File: config.mk
export PLATFORM = sky130hd
export DESIGN_NAME = rmw_breakpoint_request_pin_seq
export DESIGN_NICKNAME = d
export VERILOG_FILES = /design/src/include/rmw_breakpoint_request_pin_pkg.sv /design/src/core/rmw_breakpoint_request_pin_seq.sv
export VERILOG_INCLUDE_DIRS = /design/src /design/src/include
export SDC_FILE = /design/constraint.sdc
export NUM_CORES = 1
export LEC_CHECK = 0
export BUFFER_PORTS_ARGS = -buffer_cell sky130_fd_sc_hd__buf_2
export CORE_MARGIN = 2
export CORE_UTILIZATION = 43
export DETAILED_ROUTE_END_ITERATION = 8
export PLACE_DENSITY = 0.76
export SETUP_SLACK_MARGIN = 0.15
export SLEW_MARGIN = 15
export SYNTH_ARGS = -nofsm -noshare
export SYNTH_HDL_FRONTEND = slang
export SYNTH_SLANG_ARGS = --single-unit
File: constraint.sdc
create_clock -name core_clk -period 1.8 [get_ports core_clk]
set_clock_uncertainty 0.1 [all_clocks]
set_input_delay 0.36 -clock core_clk [delete_from_list [all_inputs] [get_ports core_clk]]
set_output_delay 0.36 -clock core_clk [all_outputs]
set_load 0.03 [all_outputs]
File: src/include/rmw_breakpoint_request_pin_defines.svh
// Constants for the indivisible-cycle and processor-space bus sequencer.
// Assumes one core clock; each full bus state pair S(2n)/S(2n+1) spans one clock.
//
// Overview of operation
// [RL1] Indivisible-cycle flag stays asserted through the whole read-modify-write sequence.
// [RL2] No bus grant is issued while the indivisible sequence runs.
// [RL3] Read S0: flag, address, function code, size valid, direction high.
// [RL4] Read S1: address strobe and data strobe asserted together.
// [RL5] Responder picks byte lanes from size code and two low address bits; bus_responder ignores both and moves the whole 32-bit word.
// [RL6] Acknowledge by end of S2 latches data next; else wait states until seen.
// [RL7] Responder keeps both acknowledges negated around S2 end to get waits.
// [RL8] Read data latched at end of S4; strobes negated during S5.
// [RL9] Several reads repeat S0-S5; address, direction, code held for write.
// [RL10] Responder drops data and acknowledge within about a clock after strobes fall.
// [RL11] Idle states add no control; write skipped if unneeded; data undriven until S2.
// [RL12] Write S0 drives direction low, address may change; S1 asserts address strobe.
// [RL13] Write S2 drives all 32 data lines; S3 asserts data strobe.
// [RL14] Write acknowledge by end of S2 ends cycle a clock later; else wait states.
// [RL15] Write S5 negates strobes, holds address and data; repeats per further write.
// [RL16] Responder latches selected lanes and acknowledges once data is stored; bus_responder latches the whole word and acknowledges after wait_cycles clocks.
// [RL17] Processor-space cycles use function code 7, type on address bits 19-16.
// [RL18] Software breakpoint: type-0 word read, number on bits 4-2, bit 1 clear.
// [RL19] Soft breakpoint: bus error gives illegal trap; acknowledge returns upper 16 data bits.
// [RL20] Hardware breakpoint: bits 4-2 ones, bit 1 set; error traps, acknowledge continues.
// [RL21] Breakpoint pin sampled with data; requester holds it until acknowledge cycle.
// [RL22] Paired fetch: breakpoint taken after first instruction, before second.
// [RL23] Acknowledge pair sampled at data latch gives responder port width.
// [RL24] Acknowledge, bus error and breakpoint inputs are synchronised before use.
`ifndef RMW_BREAKPOINT_REQUEST_PIN_DEFINES_SVH
`define RMW_BREAKPOINT_REQUEST_PIN_DEFINES_SVH
`define FC_PROC_SPACE     4'h7
`define PSP_TYPE_BREAKPOINT_REQUEST_PIN     4'h0
`define PSP_TYPE_LSB      16
`define BREAKPOINT_REQUEST_PIN_NUM_LSB      2
`define BREAKPOINT_REQUEST_PIN_TBIT         1
`define BREAKPOINT_REQUEST_PIN_HW_NUM       3'h7
`define SIZE_WORD         2'h2
`define SYNC_STAGES       2
`endif

File: src/include/rmw_breakpoint_request_pin_pkg.sv
// Types shared by the bus sequencer.
// Assumes the defines header is compiled alongside.
package rmw_breakpoint_request_pin_pkg;
    typedef enum logic [3:0] {
        ST_IDLE  = 4'h0,
        ST_S0    = 4'h1,
        ST_S2    = 4'h2,
        ST_WAIT  = 4'h3,
        ST_S4    = 4'h4,
        ST_GAP   = 4'h5,
        ST_DONE  = 4'h6
    } bus_state_t;

    typedef enum logic [1:0] {
        OP_RMW   = 2'h0,
        OP_SWBK  = 2'h1,
        OP_HWBK  = 2'h2
    } op_kind_t;

    typedef struct packed {
        logic [31:0] addr;
        logic [3:0]  fc;
        logic [1:0]  size;
    } bus_addr_t;

    typedef struct packed {
        logic        bus_err;
        logic        illegal_trap;
        logic        breakpoint_request_pin_trap;
        logic [15:0] opword;
        logic [1:0]  port_width;
    } bus_result_t;
endpackage

File: src/core/rmw_breakpoint_request_pin_seq.sv
// Bus-master sequencer for indivisible read-modify-write and breakpoint cycles.
// Assumes acknowledge, bus error and breakpoint pins are asynchronous, active high internally.
`include "rmw_breakpoint_request_pin_defines.svh"
module rmw_breakpoint_request_pin_seq
    import rmw_breakpoint_request_pin_pkg::*;
#(
    parameter int MAX_XFERS = 4
) (
    input  wire logic              core_clk,
    input  wire logic              arst_n,
    input  wire logic              op_start,
    input  wire op_kind_t          op_kind,
    input  wire bus_addr_t         op_addr,
    input  wire logic [31:0]       op_wdata,
    input  wire logic [2:0]        op_reads,
    input  wire logic [2:0]        op_writes,
    input  wire logic [2:0]        op_breakpoint_request_pin_num,
    input  wire logic              op_pair_fetch,
    input  wire logic              bus_request_in,
    input  wire logic              transfer_ack_high,
    input  wire logic              transfer_ack_low,
    input  wire logic              bus_error_in,
    input  wire logic              breakpoint_request_pin,
    input  wire logic [31:0]       data_in,
    output logic                   op_busy,
    output logic                   op_done,
    output bus_result_t            op_result,
    output logic [31:0]            op_rdata,
    output logic                   breakpoint_request_pin_pending,
    output logic                   breakpoint_request_pin_after_first,
    output logic                   bus_grant_out,
    output logic                   indivisible_cycle_flag,
    output logic                   address_strobe,
    output logic                   data_strobe,
    output logic                   read_not_write,
    output bus_addr_t              bus_addr,
    output logic [31:0]            data_out,
    output logic                   data_oe_n
);
    initial begin
        if (MAX_XFERS < 1 || MAX_XFERS > 7) begin
            $error("MAX_XFERS must be 1 to 7.");
        end
    end

    // ****************************************************************
    // Input synchronisers
    // ****************************************************************
    logic [3:0] sync1_ff;
    logic [3:0] sync2_ff;
    always_ff @(posedge core_clk or negedge arst_n) begin
        if (!arst_n) begin
            sync1_ff <= 4'h0;
            sync2_ff <= 4'h0;
        end else begin
            sync1_ff <= {breakpoint_request_pin, bus_error_in,
                         transfer_ack_high, transfer_ack_low}; // RL24
            sync2_ff <= sync1_ff;
        end
    end
    logic ack_s;
    logic bus_error_in_s;
    logic breakpoint_request_pin_s;
    assign ack_s  = sync2_ff[0] | sync2_ff[1]; // RL6
    assign bus_error_in_s = sync2_ff[2];
    assign breakpoint_request_pin_s = sync2_ff[3];

    // ****************************************************************
    // Sequencer
    // ****************************************************************
    bus_state_t state_ff;
    op_kind_t   kind_ff;
    logic       writing_ff;
    logic [2:0] reads_left_ff;
    logic [2:0] writes_left_ff;
    logic       term_ok;
    assign term_ok = ack_s | bus_error_in_s;

    always_ff @(posedge core_clk or negedge arst_n) begin
        if (!arst_n) begin
            state_ff       <= ST_IDLE;
            kind_ff        <= OP_RMW;
            writing_ff     <= 1'b0;
            reads_left_ff  <= 3'h0;
            writes_left_ff <= 3'h0;
        end else begin
            unique case (state_ff)
                ST_IDLE: begin
                    if (op_start) begin
                        state_ff       <= ST_S0;
                        kind_ff        <= op_kind;
                        writing_ff     <= 1'b0;
                        reads_left_ff  <= (op_kind == OP_RMW) ? op_reads : 3'h1;
                        writes_left_ff <= (op_kind == OP_RMW) ? op_writes : 3'h0;
                    end
                end
                ST_S0: state_ff <= ST_S2;
                ST_S2: state_ff <= term_ok ? ST_S4 : ST_WAIT; // RL6 RL14
                ST_WAIT: begin
                    if (term_ok) begin
                        state_ff <= ST_S4; // RL6 RL14
                    end
                end
                ST_S4: begin
                    if (!writing_ff && reads_left_ff > 3'h1 && !bus_error_in_s) begin
                        reads_left_ff <= reads_left_ff - 3'h1; // RL9
                        state_ff      <= ST_S0;
                    end else if (writing_ff && writes_left_ff > 3'h1 && !bus_error_in_s) begin
                        writes_left_ff <= writes_left_ff - 3'h1; // RL15
                        state_ff       <= ST_S0;
                    end else if (!writing_ff && writes_left_ff != 3'h0 && !bus_error_in_s) begin
                        state_ff <= ST_GAP; // RL11
                    end else begin
                        state_ff <= ST_DONE; // RL11
                    end
                end
                ST_GAP: begin
                    writing_ff <= 1'b1;
                    state_ff   <= ST_S0;
                end
                ST_DONE: state_ff <= ST_IDLE;
                default: state_ff <= ST_IDLE;
            endcase
        end
    end

    // ****************************************************************
    // Pin drivers
    // ****************************************************************
    logic bus_on;
    assign bus_on = (state_ff == ST_S2) || (state_ff == ST_WAIT) || (state_ff == ST_S4);
    always_ff @(posedge core_clk or negedge arst_n) begin
        if (!arst_n) begin
            address_strobe <= 1'b0;
            data_strobe    <= 1'b0;
        end else begin
            address_strobe <= (state_ff == ST_S0) ||
                              ((state_ff == ST_S2 || state_ff == ST_WAIT) && !term_ok); // RL4 RL12
            data_strobe    <= (state_ff == ST_S0 && !writing_ff) ||
                              (state_ff == ST_S2 && writing_ff && !term_ok) ||
                              (state_ff == ST_S2 && !writing_ff && !term_ok) ||
                              (state_ff == ST_WAIT && !term_ok); // RL4 RL8 RL13 RL15
        end
    end

    always_ff @(posedge core_clk or negedge arst_n) begin
        if (!arst_n) begin
            indivisible_cycle_flag <= 1'b0;
            read_not_write         <= 1'b1;
            bus_addr               <= '0;
            data_out               <= 32'h0;
            data_oe_n              <= 1'b1;
        end else begin
            if (state_ff == ST_IDLE && op_start) begin
                indivisible_cycle_flag <= (op_kind == OP_RMW); // RL1 RL3
                read_not_write         <= 1'b1; // RL3
                data_out               <= op_wdata;
                if (op_kind == OP_RMW) begin
                    bus_addr <= op_addr;
                end else begin
                    bus_addr.fc   <= `FC_PROC_SPACE; // RL17
                    bus_addr.size <= `SIZE_WORD;
                    bus_addr.addr <= 32'h0;
                    bus_addr.addr[`PSP_TYPE_LSB +: 4] <= `PSP_TYPE_BREAKPOINT_REQUEST_PIN; // RL17
                    bus_addr.addr[`BREAKPOINT_REQUEST_PIN_NUM_LSB +: 3] <=
                        (op_kind == OP_HWBK) ? `BREAKPOINT_REQUEST_PIN_HW_NUM : op_breakpoint_request_pin_num; // RL18 RL20
                    bus_addr.addr[`BREAKPOINT_REQUEST_PIN_TBIT] <= (op_kind == OP_HWBK); // RL18 RL20
                end
            end else if (state_ff == ST_GAP) begin
                read_not_write <= 1'b0; // RL11 RL12
            end else if (state_ff == ST_DONE) begin
                indivisible_cycle_flag <= 1'b0; // RL1
                read_not_write         <= 1'b1;
            end
            data_oe_n <= !(writing_ff && (state_ff == ST_S0 || bus_on)); // RL11 RL13
        end
    end

    // ****************************************************************
    // Results and breakpoint tracking
    // ****************************************************************
    always_ff @(posedge core_clk or negedge arst_n) begin
        if (!arst_n) begin
            op_rdata  <= 32'h0;
            op_result <= '0;
        end else if ((state_ff == ST_S2 || state_ff == ST_WAIT) && term_ok) begin
            if (!writing_ff) begin
                op_rdata <= data_in; // RL8
                op_result.port_width <= sync2_ff[1:0]; // RL23
                op_result.opword     <= data_in[31:16]; // RL19
            end
            op_result.bus_err      <= bus_error_in_s;
            op_result.illegal_trap <= bus_error_in_s && (kind_ff == OP_SWBK); // RL19
            op_result.breakpoint_request_pin_trap    <= bus_error_in_s && (kind_ff == OP_HWBK); // RL20
        end else if (state_ff == ST_IDLE && op_start) begin
            op_result <= '0;
        end
    end

    always_ff @(posedge core_clk or negedge arst_n) begin
        if (!arst_n) begin
            breakpoint_request_pin_pending     <= 1'b0;
            breakpoint_request_pin_after_first <= 1'b0;
        end else begin
            if (breakpoint_request_pin_s && (state_ff == ST_S2 || state_ff == ST_WAIT) && term_ok) begin
                breakpoint_request_pin_pending     <= 1'b1; // RL21
                breakpoint_request_pin_after_first <= op_pair_fetch; // RL22
            end else if (state_ff == ST_DONE && kind_ff == OP_HWBK) begin
                breakpoint_request_pin_pending     <= 1'b0; // RL21
                breakpoint_request_pin_after_first <= 1'b0;
            end
        end
    end

    assign op_busy       = (state_ff != ST_IDLE);
    assign op_done       = (state_ff == ST_DONE);
    assign bus_grant_out = bus_request_in && !op_busy && !indivisible_cycle_flag; // RL2

    // ****************************************************************
    // Checks
    // ****************************************************************
    AST_GRANT_BLOCKED: assert property (@(posedge core_clk) disable iff (!arst_n) // RL2
        indivisible_cycle_flag |-> !bus_grant_out) else $error("Grant during locked sequence.");
    AST_FLAG_HELD: assert property (@(posedge core_clk) disable iff (!arst_n) // RL1
        (indivisible_cycle_flag && state_ff != ST_DONE && state_ff != ST_IDLE)
        |=> indivisible_cycle_flag) else $error("Lock flag dropped early.");
    AST_READ_DIR: assert property (@(posedge core_clk) disable iff (!arst_n) // RL3
        (state_ff == ST_S0 && !writing_ff) |-> read_not_write) else $error("Read not high.");
    AST_READ_STROBES: assert property (@(posedge core_clk) disable iff (!arst_n) // RL4
        (state_ff == ST_S0 && !writing_ff) |=> address_strobe && data_strobe)
        else $error("Read strobes missing in S1.");
    AST_WAIT_HOLD: assert property (@(posedge core_clk) disable iff (!arst_n) // RL6
        (state_ff == ST_S2 && !term_ok) |=> state_ff == ST_WAIT)
        else $error("No wait state inserted.");
    AST_WRITE_DIR: assert property (@(posedge core_clk) disable iff (!arst_n) // RL12
        (state_ff == ST_GAP) |=> !read_not_write) else $error("Write direction not low.");
    AST_WRITE_DRIVE: assert property (@(posedge core_clk) disable iff (!arst_n) // RL13
        (writing_ff && state_ff == ST_S2) |-> !data_oe_n) else $error("Write data not driven.");
    AST_IDLE_UNDRIVEN: assert property (@(posedge core_clk) disable iff (!arst_n) // RL11
        (state_ff == ST_GAP) |-> data_oe_n && !address_strobe) else $error("Gap drove bus.");
    AST_PSP_FC: assert property (@(posedge core_clk) disable iff (!arst_n) // RL17
        (op_busy && kind_ff != OP_RMW) |-> bus_addr.fc == `FC_PROC_SPACE)
        else $error("Processor-space code wrong.");
    AST_HW_ADDR: assert property (@(posedge core_clk) disable iff (!arst_n) // RL20
        (op_busy && kind_ff == OP_HWBK && state_ff != ST_S0) |->
        bus_addr.addr[`BREAKPOINT_REQUEST_PIN_NUM_LSB +: 3] == `BREAKPOINT_REQUEST_PIN_HW_NUM && bus_addr.addr[`BREAKPOINT_REQUEST_PIN_TBIT])
        else $error("Hardware breakpoint address wrong.");
    AST_SW_ADDR: assert property (@(posedge core_clk) disable iff (!arst_n) // RL18
        (op_busy && kind_ff == OP_SWBK && state_ff != ST_S0) |->
        !bus_addr.addr[`BREAKPOINT_REQUEST_PIN_TBIT] && bus_addr.size == `SIZE_WORD)
        else $error("Software breakpoint address wrong.");
    AST_STROBES_DROP: assert property (@(posedge core_clk) disable iff (!arst_n) // RL8
        ((state_ff == ST_S2 || state_ff == ST_WAIT) && term_ok) |=>
        !address_strobe && !data_strobe) else $error("Strobes not negated after end.");
    AST_BUSY_NO_GRANT: assert property (@(posedge core_clk) disable iff (!arst_n) // RL2
        op_busy |-> !bus_grant_out) else $error("Grant while sequencer busy.");
    AST_BUS_ERROR_IN_ENDS: assert property (@(posedge core_clk) disable iff (!arst_n) // RL11
        (state_ff == ST_S4 && bus_error_in_s) |=> state_ff == ST_DONE)
        else $error("Sequence continued after bus error.");
endmodule // rmw_breakpoint_request_pin_seq

=== Yosys cells after proc, flatten, opt, wreduce, memory -nomap -nowiden ===
Index checks and enable logic that the tools add are counted.

* Bits in registers: 151
* Latch bits: 0
* Bits in writable memories: 0
* Bits in read-only memories: 0
* Output and inout port bits: 133
* Logic and storage cells: 133
* Memories kept: 0

* $add $sub $neg: 2
* Multiply operators: 0
* Divide/modulo/power cells: 0
* Order comparisons: 2
* Equality and inequality tests: 16
* Shift-type cells: 0
* Multiplexer cells: 32
* Bitwise logic cells: 3
* Reductions and logical operators: 54

{| class="wikitable"
|+ Operators by type and width
! operator !! count
|-
| $mux 21 || 2
|-
| $mux 38 || 1
|-
| $mux 3 || 11
|-
| $pmux 4 s6 || 1
|-
| $logic_and 1x1->1 || 23
|-
| $mux 18 || 1
|-
| $eq 4x3->1 const B || 3
|-
| $ne 2x2->1 const B || 6
|-
| $pmux 3 s2 || 2
|-
| $reduce_and 2->1 || 6
|-
| $mux 1 || 10
|-
| $reduce_bool 2->1 || 5
|-
| $eq 4x2->1 const B || 2
|-
| $mux 4 || 2
|-
| $logic_or 1x1->1 || 7
|-
| $gt 3x1->1 const B || 2
|-
| $logic_not 1->1 || 6
|-
| $reduce_bool 3->1 || 2
|-
| $sub 3x1->3 const B || 2
|-
| $eq 2x2->1 const B || 2
|-
| $eq 4x1->1 const B || 1
|-
| $logic_not 4->1 || 1
|-
| $reduce_and 4->1 || 1
|-
| $reduce_bool 4->1 || 1
|-
| other kinds (8) || 9
|}

=== Depth between registers and ports, before layout ===
* Word-level depth: 7
* Mapped depth: 6
* Gate-level depth less buffers: 6

=== Worst setup path before layout ===
No wires, ideal clock.

* Kind: reg2out
* Start: register state_ff[1]
* End: output port bus_grant_out
* Arrival time: 1.970 ns
* Data required time: 1.340 ns
* Setup slack: -0.630 ns
* Cell stages (with the launch flop): 4
* Buffers on the path: 1
* Cell sequence: dfrtp_1 clkbuf_1 or3_2 nor3b_1

* Longest elaborated chain between the ends: 4

{| class="wikitable"
|+ Ends and longest elaborated chain
! item !! RTL line !! source
|-
| from (decl) || rmw_breakpoint_request_pin_seq.sv:71 || <nowiki>bus_state_t state_ff;</nowiki>
|-
| from (signal assigned) || rmw_breakpoint_request_pin_seq.sv:98 || <nowiki>ST_S2: state_ff <= term_ok ? ST_S4 : ST_WAIT;</nowiki>
|-
| $reduce_bool 4->1 || rmw_breakpoint_request_pin_seq.sv:215 || <nowiki>assign op_busy = (state_ff != ST_IDLE);</nowiki>
|-
| net op_busy || rmw_breakpoint_request_pin_seq.sv:25 || <nowiki>output logic op_busy,</nowiki>
|-
| $logic_not 1->1 || rmw_breakpoint_request_pin_seq.sv:217 || <nowiki>assign bus_grant_out = bus_request_in && !op_busy && !indivisible_cycle_flag;</nowiki>
|-
| $logic_and 1x1->1 (2 in series) || rmw_breakpoint_request_pin_seq.sv:217 ||
|-
| to (decl) || rmw_breakpoint_request_pin_seq.sv:31 || <nowiki>output logic bus_grant_out,</nowiki>
|}

The timed path passes the listed nets, and every way through them passes these cells.

=== Final worst setup path ===
* Start: register state_ff[0]
* End: output port bus_grant_out

* Longest elaborated chain between the ends: 4

{| class="wikitable"
|+ Ends and longest elaborated chain
! item !! RTL line
|-
| $reduce_bool 4->1 || rmw_breakpoint_request_pin_seq.sv:215
|-
| $logic_not 1->1 || rmw_breakpoint_request_pin_seq.sv:217
|-
| $logic_and 1x1->1 (2 in series) || rmw_breakpoint_request_pin_seq.sv:217
|}

No other way between the ends.

==> impl_metrics.tcl <==
set metrics [dict create \
    syn_avg_cell_area_sq_um 11.0 \
    wl_um 20700 \
    drt_first_iter_violations 470 \
    ys_seq_elements 150 \
    rrSetupSlack_ns -0.23 \
    grt_max_degree 40 \
    setup_viol_count_final 137 \
    fmax_mhz 483 \
    drv_slew 0 \
    clk_path_buf_depth 2 \
    async_flop_share_pct 100 \
    start_util_pct 43.8 \
    timing.final.crit_share_pct 115 \
    hold_viol 0 \
    leakagePower_nw 5.15 \
    wl_met1_um 8310 \
    clock_latency_ns 0.42 \
    violations "setup timing" \
    hold_slack_ns 0.0314 \
    met3_length_um 1240 \
    drc 0 \
    synth_cell_types 59 \
    synth_flop_cell "dfrtp_1" \
    wl_met2_um 10500 \
    syn_nets 678 \
    hold_path_class "in2reg" \
    critPathKind "reg2out" \
    setup_ws_ns -0.269 \
    maxCapViolations 0 \
    clkTransAtPathRegs_ns 0.06 \
    yosys.area.top_type_share_pct 61.2 \
    synth_most_common_cell "nand2_1" \
    antenna_found_initial 1 \
    syn_inst 551 \
    synth_largest_area_cell "dfrtp_1" \
    syn_to_final_growth_pct 65.0 \
    routed-via-count 5678 \
    cts_made_buffers 17 \
    synthTopCellsByArea "dfrtp_1, nand2_1, mux2_1" \
    rsz0062_at_grt "yes" \
    first_pass_iters 5 \
    crit_path_start_kind "flop" \
    overflow 0 \
    core_area_sq_um 13800 \
    place_area_sq_um 7780 \
    cts_max_level 4 \
    r2r-end "bus_addr[1]" \
    fp.dieH_um 123 \
    die_w_um 123 \
    fin_area_sq_um 9980 \
    critical_path_arrival_ns 1.61 \
    io_pins 255 \
    vdd.ir_drop.worst_mv 1.18 \
    min_from "op_wdata[25]" \
    clock-sinks 150 \
    r2r_start "state_ff[2]" \
    synth_edf_count 0 \
    gp_congestion 0.841 \
    rows 43 \
    die_area_sq_um 15000 \
    grt_usage_pct 25.9 \
    synth.yosys.seq_area_share_pct 62.1 \
    ys_warn_count 0 \
    top_layer_used "met4" \
    cts_tree "yes" \
    whs_path_depth 3 \
    wl_per_cell_um 19.1 \
    ant_nets 0 \
    period_minus_slack_ns 2.07 \
    slew_headroom_pct 75.9 \
    grt_first_pass_wirelength_um 29300 \
    viasPerCell 5.24 \
    synth_area_sq_um 6050 \
    holdPathEnd "data_out[25]" \
    grt_pass1_vias 5531 \
    port-buffer-count 254 \
    finalCoreUtilization_pct 72.2 \
    drive_gt1_share_pct 56.3 \
    cp_max_fo 4 \
    synthTopCellsByCount "nand2_1, dfrtp_1, o21ai_1, mux2_1, a22o_1" \
    root_buffer "clkbuf_16" \
    cp.required_ns 1.34 \
    p_per_area_nw_per_um2 2050 \
    hpwl_um 11300 \
    r2r_cells 7 \
    status "finished, violations left" \
    worst_slew_pin_slew_ns 0.358 \
    fin_nets 1017 \
    endpoint_kind "output port" \
]
## critical path, cell delays in order (launching register included)
cell and delay [ns]:
dfrtp_1 0.42, or3_4 0.43, nor3b_4 0.19, buf_6 0.15
## kinds of logic after synthesis
| group | Yosys count | synth area share (%) |
|---|---|---|
| simple gates | 229 | 16.7 |
| flops | 150 | 62.1 |
| compound gates | 96 | 11.1 |
| buf+inv | 39 | 3.10 |
| mux | 32 | 5.96 |
| fa+ha+maj | 5 | 1.03 |
## metal layers
| metal | vias up | track usage, % |
|---|---|---|
| met3 | 46 | 5.34 |
| met1 | 2809 | 33.3 |
| met4 | 0 | 11.1 |
| met2 | 268 | 42.6 |
| met5 | - | 0 |
| li1 | 2555 | - |
## flip-flops by register name (all words and copies together) (netlist names)
register                            count
data_strobe                             1
read_not_write                          1
breakpoint_request_pin_pending          1
indivisible_cycle_flag                  1
kind_ff                                 2
state_ff                                3
data_out                               32
op_rdata                               32
writes_left_ff                          3
breakpoint_request_pin_after_first      1
sync1_ff                                4
sync2_ff                                4
reads_left_ff                           3
data_oe_n                               1
writing_ff                              1
bus_addr                               38
op_result                              21
address_strobe                          1
## layout make-up
type	instances	area [sq um]
Antenna cell	1	2.50
Clock buffer	21	470
Clock inverter	11	163
Fill cell	919	3840
Inverter	8	30.0
Multi-Input combinational cell	362	2590
Sequential cell	150	3760
Tap cell	180	225
Timing Repair Buffer	351	2750
## how the worst max path moves through the flow
stage	start	endpoint	cells past startpoint
2_1_floorplan	state_ff[1]	bus_grant_out	3
3_3_place_gp	state_ff[1]	reads_left_ff[1]	5
3_5_place_dp	state_ff[1]	reads_left_ff[1]	5
4_1_cts	state_ff[2]	bus_grant_out	3
5_1_grt	state_ff[0]	bus_grant_out	3
6_report	state_ff[0]	bus_grant_out	3
## timing repair
item,4_1_cts,5_1_grt
endpoints found under the hold margin,33,0
hold buffers,5,0
gates resized for setup,96,84
gates cloned,15,6
buffers inserted,28,10
pin swaps,16,54
endpoints found under the setup margin,137,142
## per-stage QoR
step | setup WS, ns | setup TNS, ns | instances | power [mW]
floorplan | -0.0321 | -0.0321 | 551 | 11.2
global placement | 0.0321 | 0 | 987 | 13.5
detailed placement | 0.0159 | 0 | 987 | 13.7
CTS | -0.267 | -11.82 | 1067 | 19.4
global route | -0.320 | -26.29 | 1084 | 21.4
finish | -0.269 | -21.21 | 1084 | 20.4
## cell usage in the layout, fill, tap and decap left out, types with 3 or more instances in the layout
master	synthesis	layout
buf_6	2	24
a21oi_1	9	6
ha_1	5	4
o21ai_2	1	21
dfrtp_1	148	147
a22o_1	17	17
nor2_2	1	3
dlygate4sd3_1	0	5
nor3_4	1	4
inv_1	8	7
nand3_1	4	4
nor2_4	1	3
buf_8	0	5
buf_4	2	33
mux2_1	19	18
nor2_1	12	8
o21ai_0	9	4
mux2_2	13	13
o21ai_1	36	18
nand2_2	0	35
clkbuf_16	0	22
o21ai_4	0	3
buf_12	0	14
buf_2	15	249
bufinv_16	0	3
nand2_4	0	13
buf_16	0	14
clkbuf_8	0	3
nand2_1	178	130
o22ai_1	4	3
## where the power goes
part / internal [mW] / switching (mW) / leakage (nW)
registers: 4.86 / 0.892 / 1.87
clock network: 2.33 / 1.47 / 0.304
logic: 4.48 / 6.42 / 2.97
total: 11.7 / 8.78 / 5.15
No activity file was read; power rests on OpenSTA's default activity.
